<file path="src/rtl/sps_defs.svh">
// Purpose: constants of the stack-frame pop sequencer
// Assumes: included by its bare name after sps_pkg
// Notes: all sizes in bytes, all register numbers are x-indices
`ifndef SPS_DEFS_SVH
`define SPS_DEFS_SVH
// Overview of operation
// - list codes below 4 are reserved
// - code picks ra, s0, s1, s2 upward
// - frame is base plus extra times 16
// - 32-bit base sizes; embedded always 16
// - 64-bit base sizes from 16 to 112
// - word loads on 32-bit, else doublewords
// - load top register first, stepping down
// - load phase may be aborted and rerun
// - final step atomic, only after clean loads
// - plain pop only raises stack pointer
// - zero a0, raise sp, return via ra
// - pop-return raises sp, returns, keeps a0
// - final step waits until commit is certain
// - non-idempotent region gives load access fault

// ************************************************************
// decode
// ************************************************************
`define SPS_RLIST_MIN 4'h4
`define SPS_RLIST_MAX 4'hF
`define SPS_RLIST_E_MAX 4'h6
`define SPS_REGS_MAX 4'hD
`define SPS_K32_MAX 4'h4
`define SPS_K64_MAX 4'h7
`define SPS_K64_OFS 4'h2
`define SPS_FRAME_UNIT 8'h10

// ************************************************************
// load sizes and register numbers
// ************************************************************
`define SPS_WORD_BYTES 8'h04
`define SPS_DWORD_BYTES 8'h08
`define SPS_REG_RA 5'h01
`define SPS_REG_S0 5'h08
`define SPS_REG_S1 5'h09
`define SPS_REG_S2 5'h12
`define SPS_IDX_S2 5'h03
`define SPS_REG_A0 5'h0A

// ************************************************************
// exceptions and reset values
// ************************************************************
`define SPS_CAUSE_ILLEGAL 4'h2
`define SPS_CAUSE_LD_FAULT 4'h5
`define SPS_MASK32 64'h0000_0000_FFFF_FFFF
`define SPS_RST_WORD 64'h0000_0000_0000_0000
`endif

</file>
<file path="src/rtl/sps_pkg.sv">
// Purpose: types of the stack-frame pop sequencer
// Assumes: nothing
// Notes: datapath is always 64 bits wide
package sps_pkg;

  typedef enum logic [1:0] {
    SPS_BASE_32I = 2'h0,
    SPS_BASE_32E = 2'h1,
    SPS_BASE_64 = 2'h2
  } sps_base_type;

  typedef enum logic [1:0] {
    SPS_OP_POP = 2'h0,
    SPS_OP_POPRETZ = 2'h1,
    SPS_OP_POPRET = 2'h2
  } sps_op_type;

  typedef enum logic [2:0] {
    SPS_ST_IDLE = 3'h0,
    SPS_ST_ISSUE = 3'h1,
    SPS_ST_WAIT = 3'h3,
    SPS_ST_FINAL = 3'h2
  } sps_state_type;

  typedef struct packed {
    sps_state_type st;
    sps_op_type op;
    logic is64;
    logic [3:0] idx;
    logic [7:0] frame;
    logic [63:0] sp;
    logic [63:0] ra;
    logic busy;
    logic ld_req;
    logic [63:0] ld_addr;
    logic ld_dword;
    logic rf_we;
    logic [4:0] rf_waddr;
    logic [63:0] rf_wdata;
    logic sp_we;
    logic [63:0] sp_wdata;
    logic pc_we;
    logic [63:0] pc_wdata;
    logic exc_valid;
    logic [3:0] exc_cause;
    logic [63:0] exc_tval;
    logic done;
  } sps_regs_type;

endpackage

</file>
<file path="src/rtl/sps_dec_if.sv">
// Purpose: carries decode inputs and results between modules
// Assumes: sps_pkg compiled first
// Notes: purely combinational signals
`timescale 1ns/10ps
interface sps_dec_if;
  logic [3:0] rlist;
  logic [1:0] spimm;
  sps_pkg::sps_base_type base;
  logic reserved;
  logic [3:0] count;
  logic [7:0] frame;
  modport dec (input rlist, input spimm, input base,
    output reserved, output count, output frame);
  modport user (output rlist, output spimm, output base,
    input reserved, input count, input frame);
endinterface

</file>
<file path="src/rtl/sps_pop_seq.sv">
// Purpose: sequences the pop, pop-return-zero and pop-return ops
// Assumes: all inputs come from core logic on ref_clk
// Notes: one load outstanding at a time; data bus 64 bits
`timescale 1ns/10ps
`include "sps_defs.svh"
module sps_pop_seq #(
  parameter logic NONIDEM_OK = 1'b0 // loads to such regions allowed
) (
  input wire logic ref_clk, // core clock
  input wire logic rst, // async reset, active high
  input wire sps_pkg::sps_base_type base_mode, // integer base
  input wire logic start, // issue pulse, taken while idle
  input wire sps_pkg::sps_op_type op, // which pop flavour
  input wire logic [3:0] rlist, // register-list code
  input wire logic [1:0] spimm, // extra-frame field
  input wire logic [63:0] sp_val, // stack pointer at issue
  input wire logic trap_req, // pending trap or interrupt
  input wire logic commit_ok, // instruction sure to commit
  input wire logic ld_gnt, // load request accepted
  input wire logic ld_nonidem, // ld_addr is non-idempotent
  input wire logic ld_rvalid, // load response pulse
  input wire logic [63:0] ld_rdata, // load response data
  input wire logic ld_err, // load response is a fault
  output logic busy, // sequence in progress
  output logic ld_req, // load request, held until grant
  output logic [63:0] ld_addr, // load byte address
  output logic ld_dword, // 1 doubleword, 0 word
  output logic rf_we, // register write pulse
  output logic [4:0] rf_waddr, // register index
  output logic [63:0] rf_wdata, // register data
  output logic sp_we, // stack pointer write pulse
  output logic [63:0] sp_wdata, // new stack pointer
  output logic pc_we, // return jump pulse
  output logic [63:0] pc_wdata, // return target
  output logic exc_valid, // exception pulse
  output logic [3:0] exc_cause, // exception cause
  output logic [63:0] exc_tval, // faulting address
  output logic done // completion pulse
);
  import sps_pkg::*;

  // ************************************************************
  // decode
  // ************************************************************
  sps_dec_if dif ();

  assign dif.rlist = rlist;
  assign dif.spimm = spimm;
  assign dif.base = base_mode;

  sps_dec u_dec (
    .dif(dif)
  );

  // ************************************************************
  // helpers
  // ************************************************************
  // list position to register index, position 0 is ra
  function automatic logic [4:0] reg_of(input logic [3:0] i);
    logic [4:0] r;
    case (i)
      4'h0: r = `SPS_REG_RA;
      4'h1: r = `SPS_REG_S0;
      4'h2: r = `SPS_REG_S1;
      default: r = `SPS_REG_S2 + {1'b0, i} - `SPS_IDX_S2;
    endcase
    return r;
  endfunction

  sps_regs_type q;
  sps_regs_type d;
  logic [7:0] step;
  logic [63:0] mask;
  logic [63:0] ld_val;

  assign step = q.is64 ? `SPS_DWORD_BYTES : `SPS_WORD_BYTES;
  assign mask = q.is64 ? ~`SPS_RST_WORD : `SPS_MASK32;
  assign ld_val = ld_rdata & mask;

  // ************************************************************
  // sequencer
  // ************************************************************
  always_comb
  begin
    d = q;
    d.rf_we = 1'b0;
    d.sp_we = 1'b0;
    d.pc_we = 1'b0;
    d.exc_valid = 1'b0;
    d.done = 1'b0;
    case (q.st)
      SPS_ST_IDLE:
      begin
        if (start)
        begin
          d.op = op;
          d.is64 = (base_mode == SPS_BASE_64);
          d.frame = dif.frame;
          d.sp = d.is64 ? sp_val : (sp_val & `SPS_MASK32);
          d.ld_dword = d.is64;
          if (dif.reserved)
          begin
            // trap before any load; nothing architectural moves
            d.exc_valid = 1'b1;
            d.exc_cause = `SPS_CAUSE_ILLEGAL;
            d.exc_tval = `SPS_RST_WORD;
          end
          else
          begin
            d.st = SPS_ST_ISSUE;
            d.busy = 1'b1;
            d.idx = dif.count - 4'h1;
            // q.is64 still holds the previous op here, so mask by d
            d.ld_addr = (d.sp + {56'h0, dif.frame}
              - {56'h0, (d.is64 ? `SPS_DWORD_BYTES
              : `SPS_WORD_BYTES)})
              & (d.is64 ? ~`SPS_RST_WORD : `SPS_MASK32);
          end
        end
      end
      SPS_ST_ISSUE:
      begin
        if (trap_req)
        begin
          // already written registers stay; core reruns us later
          d.st = SPS_ST_IDLE;
          d.busy = 1'b0;
        end
        else if (ld_nonidem && !NONIDEM_OK)
        begin
          d.st = SPS_ST_IDLE;
          d.busy = 1'b0;
          d.exc_valid = 1'b1;
          d.exc_cause = `SPS_CAUSE_LD_FAULT;
          d.exc_tval = q.ld_addr;
        end
        else
        begin
          d.ld_req = 1'b1;
          d.st = SPS_ST_WAIT;
        end
      end
      SPS_ST_WAIT:
      begin
        if (q.ld_req)
        begin
          if (ld_gnt)
          begin
            d.ld_req = 1'b0;
          end
        end
        else if (ld_rvalid)
        begin
          if (ld_err)
          begin
            d.st = SPS_ST_IDLE;
            d.busy = 1'b0;
            d.exc_valid = 1'b1;
            d.exc_cause = `SPS_CAUSE_LD_FAULT;
            d.exc_tval = q.ld_addr;
          end
          else
          begin
            d.rf_we = 1'b1;
            d.rf_waddr = reg_of(q.idx);
            d.rf_wdata = ld_val;
            if (q.idx == 4'h0)
            begin
              // ra is last; keep it for the return target
              d.ra = ld_val;
              d.st = SPS_ST_FINAL;
            end
            else
            begin
              d.idx = q.idx - 4'h1;
              d.ld_addr = (q.ld_addr - {56'h0, step}) & mask;
              d.st = SPS_ST_ISSUE;
            end
          end
        end
      end
      SPS_ST_FINAL:
      begin
        if (trap_req)
        begin
          d.st = SPS_ST_IDLE;
          d.busy = 1'b0;
        end
        else if (commit_ok)
        begin
          // every effect lands in one cycle so no trap splits them
          d.st = SPS_ST_IDLE;
          d.busy = 1'b0;
          d.done = 1'b1;
          d.sp_we = 1'b1;
          d.sp_wdata = (q.sp + {56'h0, q.frame}) & mask;
          if (q.op != SPS_OP_POP)
          begin
            d.pc_we = 1'b1;
            d.pc_wdata = {q.ra[63:1], 1'b0};
          end
          if (q.op == SPS_OP_POPRETZ)
          begin
            d.rf_we = 1'b1;
            d.rf_waddr = `SPS_REG_A0;
            d.rf_wdata = `SPS_RST_WORD;
          end
        end
      end
      default:
      begin
        d = '0;
      end
    endcase
  end

  always_ff @(posedge ref_clk or posedge rst)
  begin
    if (rst)
    begin
      q <= '0;
    end
    else
    begin
      q <= d;
    end
  end

  // ************************************************************
  // outputs
  // ************************************************************
  assign busy = q.busy;
  assign ld_req = q.ld_req;
  assign ld_addr = q.ld_addr;
  assign ld_dword = q.ld_dword;
  assign rf_we = q.rf_we;
  assign rf_waddr = q.rf_waddr;
  assign rf_wdata = q.rf_wdata;
  assign sp_we = q.sp_we;
  assign sp_wdata = q.sp_wdata;
  assign pc_we = q.pc_we;
  assign pc_wdata = q.pc_wdata;
  assign exc_valid = q.exc_valid;
  assign exc_cause = q.exc_cause;
  assign exc_tval = q.exc_tval;
  assign done = q.done;

endmodule // sps_pop_seq

</file>
<file path="src/rtl/sps_dec.sv">
// Purpose: register-list and frame-size decoder
// Assumes: list code and extra-frame field already extracted
// Notes: combinational only
`timescale 1ns/10ps
`include "sps_defs.svh"
module sps_dec (
  sps_dec_if.dec dif // decode inputs and results
);
  import sps_pkg::*;

  logic [3:0] k;

  always_comb
  begin
    k = 4'h1;
    dif.reserved = (dif.rlist < `SPS_RLIST_MIN);
    // embedded base has no s2 and up, so longer lists are unusable
    if (dif.base == SPS_BASE_32E && dif.rlist > `SPS_RLIST_E_MAX)
    begin
      dif.reserved = 1'b1;
    end
    if (dif.rlist == `SPS_RLIST_MAX)
    begin
      dif.count = `SPS_REGS_MAX;
    end
    else
    begin
      dif.count = dif.rlist - `SPS_RLIST_MIN + 4'h1;
    end
    case (dif.base)
      SPS_BASE_32E: k = 4'h1;
      SPS_BASE_32I:
      begin
        if (dif.rlist == `SPS_RLIST_MAX)
        begin
          k = `SPS_K32_MAX;
        end
        else
        begin
          k = dif.rlist >> 2;
        end
      end
      SPS_BASE_64:
      begin
        if (dif.rlist == `SPS_RLIST_MAX)
        begin
          k = `SPS_K64_MAX;
        end
        else
        begin
          k = (dif.rlist - `SPS_K64_OFS) >> 1;
        end
      end
      default: dif.reserved = 1'b1;
    endcase
    dif.frame = ({4'h0, k} + {6'h00, dif.spimm})
      * `SPS_FRAME_UNIT;
  end

endmodule // sps_dec

</file>
<file path="config.mk">
export PLATFORM = sky130hd
export DESIGN_NAME = sps_pop_seq
export DESIGN_NICKNAME = d
export VERILOG_FILES = /design/src/rtl/sps_pkg.sv /design/src/rtl/sps_dec_if.sv /design/src/rtl/sps_pop_seq.sv /design/src/rtl/sps_dec.sv
export VERILOG_INCLUDE_DIRS = /design/src /design/src/rtl
export SDC_FILE = /design/constraint.sdc
export NUM_CORES = 1
export LEC_CHECK = 0
export BUFFER_PORTS_ARGS = -buffer_cell sky130_fd_sc_hd__buf_2
export CAP_MARGIN = 15
export CORE_MARGIN = 2
export CORE_UTILIZATION = 50
export DETAILED_ROUTE_END_ITERATION = 10
export GPL_TIMING_DRIVEN = 0
export PLACE_DENSITY_LB_ADDON = 0.25
export SLEW_MARGIN = 15
export SYNTH_ARGS = -nofsm -noshare
export SYNTH_HDL_FRONTEND = slang
export SYNTH_SLANG_ARGS = --single-unit
</file>
<file path="constraint.sdc">
create_clock -name ref_clk -period 16.3 [get_ports ref_clk]
set_input_delay 4.075 -clock ref_clk [delete_from_list [all_inputs] [get_ports ref_clk]]
set_output_delay 4.075 -clock ref_clk [all_outputs]
set_load 0.01 [all_outputs]
</file>
Yosys cells after proc, flatten, opt, wreduce, memory -nomap -nowiden --
Index checks and enable logic that the tools add are counted. W data, S select, Z words.
Word-level totals: register bits after elaboration 483, input bits 147, output and inout port bits 337, logic and storage cells 173
Operators by class: add/sub/neg operators 12, order comparisons 2, equality and inequality tests 27, mux-type cells 77, bitwise logic cells 11, reductions and logical operators 22
Operator list (count):
- $mux W64 | 10
- $mux W69 | 7
- $mux W200 | 2
- $mux W70 | 4
- $pmux W69 S4 | 1
- $mux W65 | 4
- $pmux W130 S2 | 1
- $and A64 B64 Y64 | 4
- $pmux W70 S3 | 1
- $pmux W64 S3 | 1
- $pmux W72 S2 | 1
- $add A64 B8 Y64 | 2
- $pmux W64 S2 | 1
- $sub A64 B4 Y64 | 2
- $mux W82 | 1
- $mux W4 | 8
- $ne A2 B2 Y1 const B | 16
- $mux W3 | 9
- $reduce_and A7 Y1 | 3
- $mux W1 | 16
- $pmux W5 S3 | 1
- $pmux W3 S4 | 1
- $pmux W4 S3 | 1
- $reduce_or A3 Y1 | 4
- other kinds (35) | 50

Depth between registers and ports, before layout --
word-level depth 10, gate-level depth with buffers 21, gate-level depth less buffers 21

By module --
From an unflattened synthesis, not the netlist that was laid out.
Second synthesis, totals: cell total of the unflattened synthesis 3243, area total of the unflattened synthesis 28239.6 um2
Modules (own cells, without submodules):
- sps_pop_seq | instances 1, cells an instance 3197, area an instance 27903.0 um2, sequential area each 11936.4 um2
- sps_dec | instances 1, cells an instance 46, area an instance 336.6 um2, sequential area each 0.0 um2

Worst setup path before layout --
Ideal clock, no wire load.
kind input to register, start point input port rlist[0], end point register q, in the netlist ld_addr[63], library setup time 0.145 ns, data arrival time 7.999 ns, required time 16.155 ns, setup slack 8.156 ns, stages 20, path buffers 0, path through ha_1 > nand3_1 > a21oi_1 > a31oi_1 > or2_2 > ha_1 > inv_1 > fa_1 > ha_1 > inv_1 > ha_1 > nand4_1 > a21oi_1 > o21ai_0 > a2111oi_0 > o21ai_0 > a31o_2 > o31ai_1 > xnor2_1 > o221ai_1
On the way: word-level cells in the longest chain between the ends 10, elaborated cells on any way between the ends 19, those cells by class add/sub (4); order compare (2); eq/ne (2); mux (8); bitwise (1); reduce/logical (2)
Ends and longest elaborated chain:
- start, declared | line sps_pop_seq.sv:14 | input wire logic [3:0] rlist,
- $sub A4 B2 Y4 (no source line) or $eq A4 B4 Y1 (tied branches)
- $mux W3, on equally long branches | line sps_dec.sv:45, sps_dec.sv:34
- $pmux W4 S2 | line sps_dec.sv:30 | case (dif.base)
- $add A4 B2 Y4 | line sps_dec.sv:56 | dif.frame = ({4'h0, k} + {6'h00, dif.spimm})
- $add A64 B8 Y64 | line sps_pop_seq.sv:114 | d.ld_addr = (d.sp + {56'h0, dif.frame}
- $sub A64 B4 Y64 | line sps_pop_seq.sv:114
- $and A64 B64 Y64 | line sps_pop_seq.sv:114
- $mux W64 | line sps_pop_seq.sv:101 | if (dif.reserved)
- $mux W65 | line sps_pop_seq.sv:94 | if (start)
- $pmux W64 S3 | line sps_pop_seq.sv:91 | case (q.st)
- end signal, assigned | line sps_pop_seq.sv:221 | q <= '0;
- end signal, assigned | line sps_pop_seq.sv:225 | q <= d;
- end, declared | line sps_pop_seq.sv:70 | sps_regs_type q;
Parallel ways exist; a longest one is shown, timed or not. The select of a mux whose other input is x is not followed. A chain may end at the register's enable or synchronous reset.

Worst setup path after layout --
start point input port rlist[1], end point register q, in the netlist ld_addr[63]
The elaborated chain is that of the path after synthesis.

==> metrics.txt <==
status=finished clean; Worst Skew=between 0.015 and 0.02 ns; worst hold path class=reg2reg; overall die width=roughly 240 um; Netlist Area Pre-Place=around 0.028 sq mm; Worst EP arrival=~9.6 ns; Clock Path Buffers=3; Leak Pwr=16.89 nW; Slew headroom=a little under a quarter; Max Fanout on Critical Path=6; Seq/Total Area, Yosys=42.67%; max cap viols=0; Synth top area share=between 40% and 50%; Hold WS=0.4707 ns; final core occ=a little over 60%; final hold viol count=0; Clock transition at path regs=around 0.060 ns; Max H-tree Level=2; # nets final=around 4000; CP Capture Type=flip-flop; Setup Fix Bufs, Post-CTS=0; Syn Area/Cell=slightly below 9 sq um; DP HPWL=roughly 69 mm; WL/cell=between 15 and 20 um; # setup viols final=0; fin. max-slew vios=0; vias in the first global route=23730; CORE AREA=approximately 0.055 sq mm; All-Layer GR Usage=between 30% and 40%; pwr dens=around 150 mW/mm^2; DIE AREA=between 0.05 and 0.06 sq mm; first-pass GRT wire length=approximately 130 mm; worst-skew pair later-pin latency=0.62 ns; top post-synthesis cells by area=dfrtp_1 43%, buf_4 8.9%, nand2_1 8.5%, o21ai_0 6.7%, ha_1 4.1%; io pins=484; Initial Util=50.45%; Top FF cell, synth=dfrtp_1; number of synthesized flops with an enable pin=0; Post-route DRC=0; Antenna Nets Post-Route=0; Worst Path Required=between 15 and 20 ns; root buf cell=clkbuf_16; Final GP Congestion=between 0.9 and 1; DR pass1 iterations=6; fmax=~0.11 GHz; largest net degree at the start of global routing=38; Synth Register Bits=about 470; initial DRC count=~1900; vias post-DR=between 20000 and 25000; layout cell share with drive strength beyond 1=roughly 27%; top cell type by total area after synthesis=dfrtp_1; GRT overflow=0; Hold Buf Count CTS=0; Max rail drop VDD=0.09938 mV; unrepaired setup endpoints after global routing=no; area of the multi-input gates=0.01237 sq mm; period utilization=between 50% and 60%; Final Critical Period=9.119 ns; count leader, synth=nand2_1; PortBufs=between 400 and 500; synth unique cells=between 80 and 90; CTS sink cnt=about 470; initial antenna violation count=6; Area Growth Syn to Fin=20.18%; setup TNS=0 ns; FP Rows=between 80 and 90; type of origin of the critical path=input pin; Layout fillers=a little under 5000; critical path class=in2reg; Synth async-reset ratio=100.0%; synth warn=0; Reg area=between 0.01 and 0.015 sq mm; vias per inst=~5.5; CTS buffer count=52; CTS tree=built; Worst Tran Pin Value=around 1.1 ns; Synth top cells by count=625 x nand2_1, 473 x dfrtp_1, 369 x o21ai_0, 329 x buf_4, 140 x clkbuf_1; Die Ht=~240 um; CTS resizes=0; WL final=just under 90 mm; Synth Instances=3167
## kinds of logic after synthesis
logic type                 after synthesis  synth area share, %
AOI/OAI and AO/OA                      766                16.81
xor gates and xnor gates               117                3.694
adders and majority gates               94                4.321
buffers and inverters                  612                12.77
DFF                                    473                42.67
muxes                                   82                3.288
other                                    1              0.01352
and+or+nand+nor                       1022                16.43
## final timing paths
path                          start      endpoint  slack, ns  cells after the start
setup / recovery           rlist[1]   ld_addr[63]       7.18                     21
hold / removal               q[403]   sp_wdata[2]       0.47                      2
setup reg to reg             q[480]   ld_addr[53]      11.64                     11
hold reg to reg              q[403]   sp_wdata[2]       0.47                      2
max in group asynchronous       rst  exc_tval[51]      11.19                      8
min in group asynchronous       rst        q[388]       3.49                      2
## routing by layer
layer | global-route usage (%) | routed length [um] | vias up | part of all wire (%)
met3 | 4.921 | 5851 | 167 | 6.7
met1 | 39.84 | 37480 | 11890 | 43
met4 | 10.68 | 3054 | 4 | 3.5
li1 | - | - | 11700 | -
met5 | 0 | 30 | - | 0.034
met2 | 50.53 | 41270 | 909 | 47
## stage by stage
| step | cell area, sq um | cells | total power [mW] | setup WS (ns) |
|---|---|---|---|---|
| after global placement | 31090 | 4396 | 3.594 | 2.974 |
| after global routing | 33340 | 4511 | 5.237 | 6.934 |
| after CTS | 33330 | 4508 | 4.950 | 7.336 |
| final | 33340 | 4511 | 4.954 | 7.181 |
| after detailed placement | 31420 | 4412 | 3.627 | 6.723 |
| after floorplan | 27750 | 3168 | 2.899 | 5.818 |
## registers in the layout, summed over array words and instances (netlist names)
name,count
pc_wdata,63
exc_tval,64
sp_we,1
rf_wdata,64
exc_cause,2
rf_we,1
sp_wdata,64
rf_waddr,5
exc_valid,1
q,139
ld_dword,1
busy,1
ld_req,1
pc_we,1
done,1
ld_addr,64
## power by group
group	switching, mW	internal (mW)
Combinational	1.23	0.725
Clock	0.518	0.795
Sequential	0.275	1.41
Total	2.02	2.93
## layout make-up
| class | instances | share of cell area (%) |
|---|---|---|
| multi-input cells | 2083 | 37.09 |
| inverters | 124 | 1.407 |
| clock inverters | 22 | 1.062 |
| well taps | 748 | 2.807 |
| repair buffers | 496 | 8.211 |
| flip-flops and latches | 473 | 35.50 |
| diodes | 3 | 0.02252 |
| clock buffers | 74 | 4.665 |
| plain buffers | 488 | 9.232 |
## placed cells by master (no fill, tap or decap), drive strengths merged, types with 18 or more instances in the layout
| cell | instances |
|---|---|
| nand2 | 625 |
| o21bai | 18 |
| nor2 | 114 |
| xnor2 | 57 |
| a21o | 36 |
| xor2 | 60 |
| o31ai | 40 |
| inv | 126 |
| dfrtp | 473 |
| a21oi | 124 |
| nand3 | 59 |
| o21ai | 372 |
| nand4 | 35 |
| a32o | 31 |
| and3 | 31 |
| ha | 91 |
| buf | 843 |
| o221ai | 28 |
| clkbuf | 215 |
| nor3 | 63 |
| mux2 | 73 |
## critical path, cell delays in order
cell       delay [ns]
buf_2            0.14
ha_1             0.27
nand3_1          0.17
a21oi_1          0.17
a31oi_1          0.05
or2_2            0.27
ha_1             0.19
inv_1            0.07
fa_1             0.49
ha_1             0.32
inv_1            0.04
ha_1             0.35
nand4_1          0.11
a21oi_1          0.23
o21ai_0          0.19
a2111oi_0        0.98
o21ai_0          0.36
a31o_2           0.40
o31ai_1          0.32
xnor2_1          0.22
o221ai_1         0.15
(Power assumes the default switching activity.)
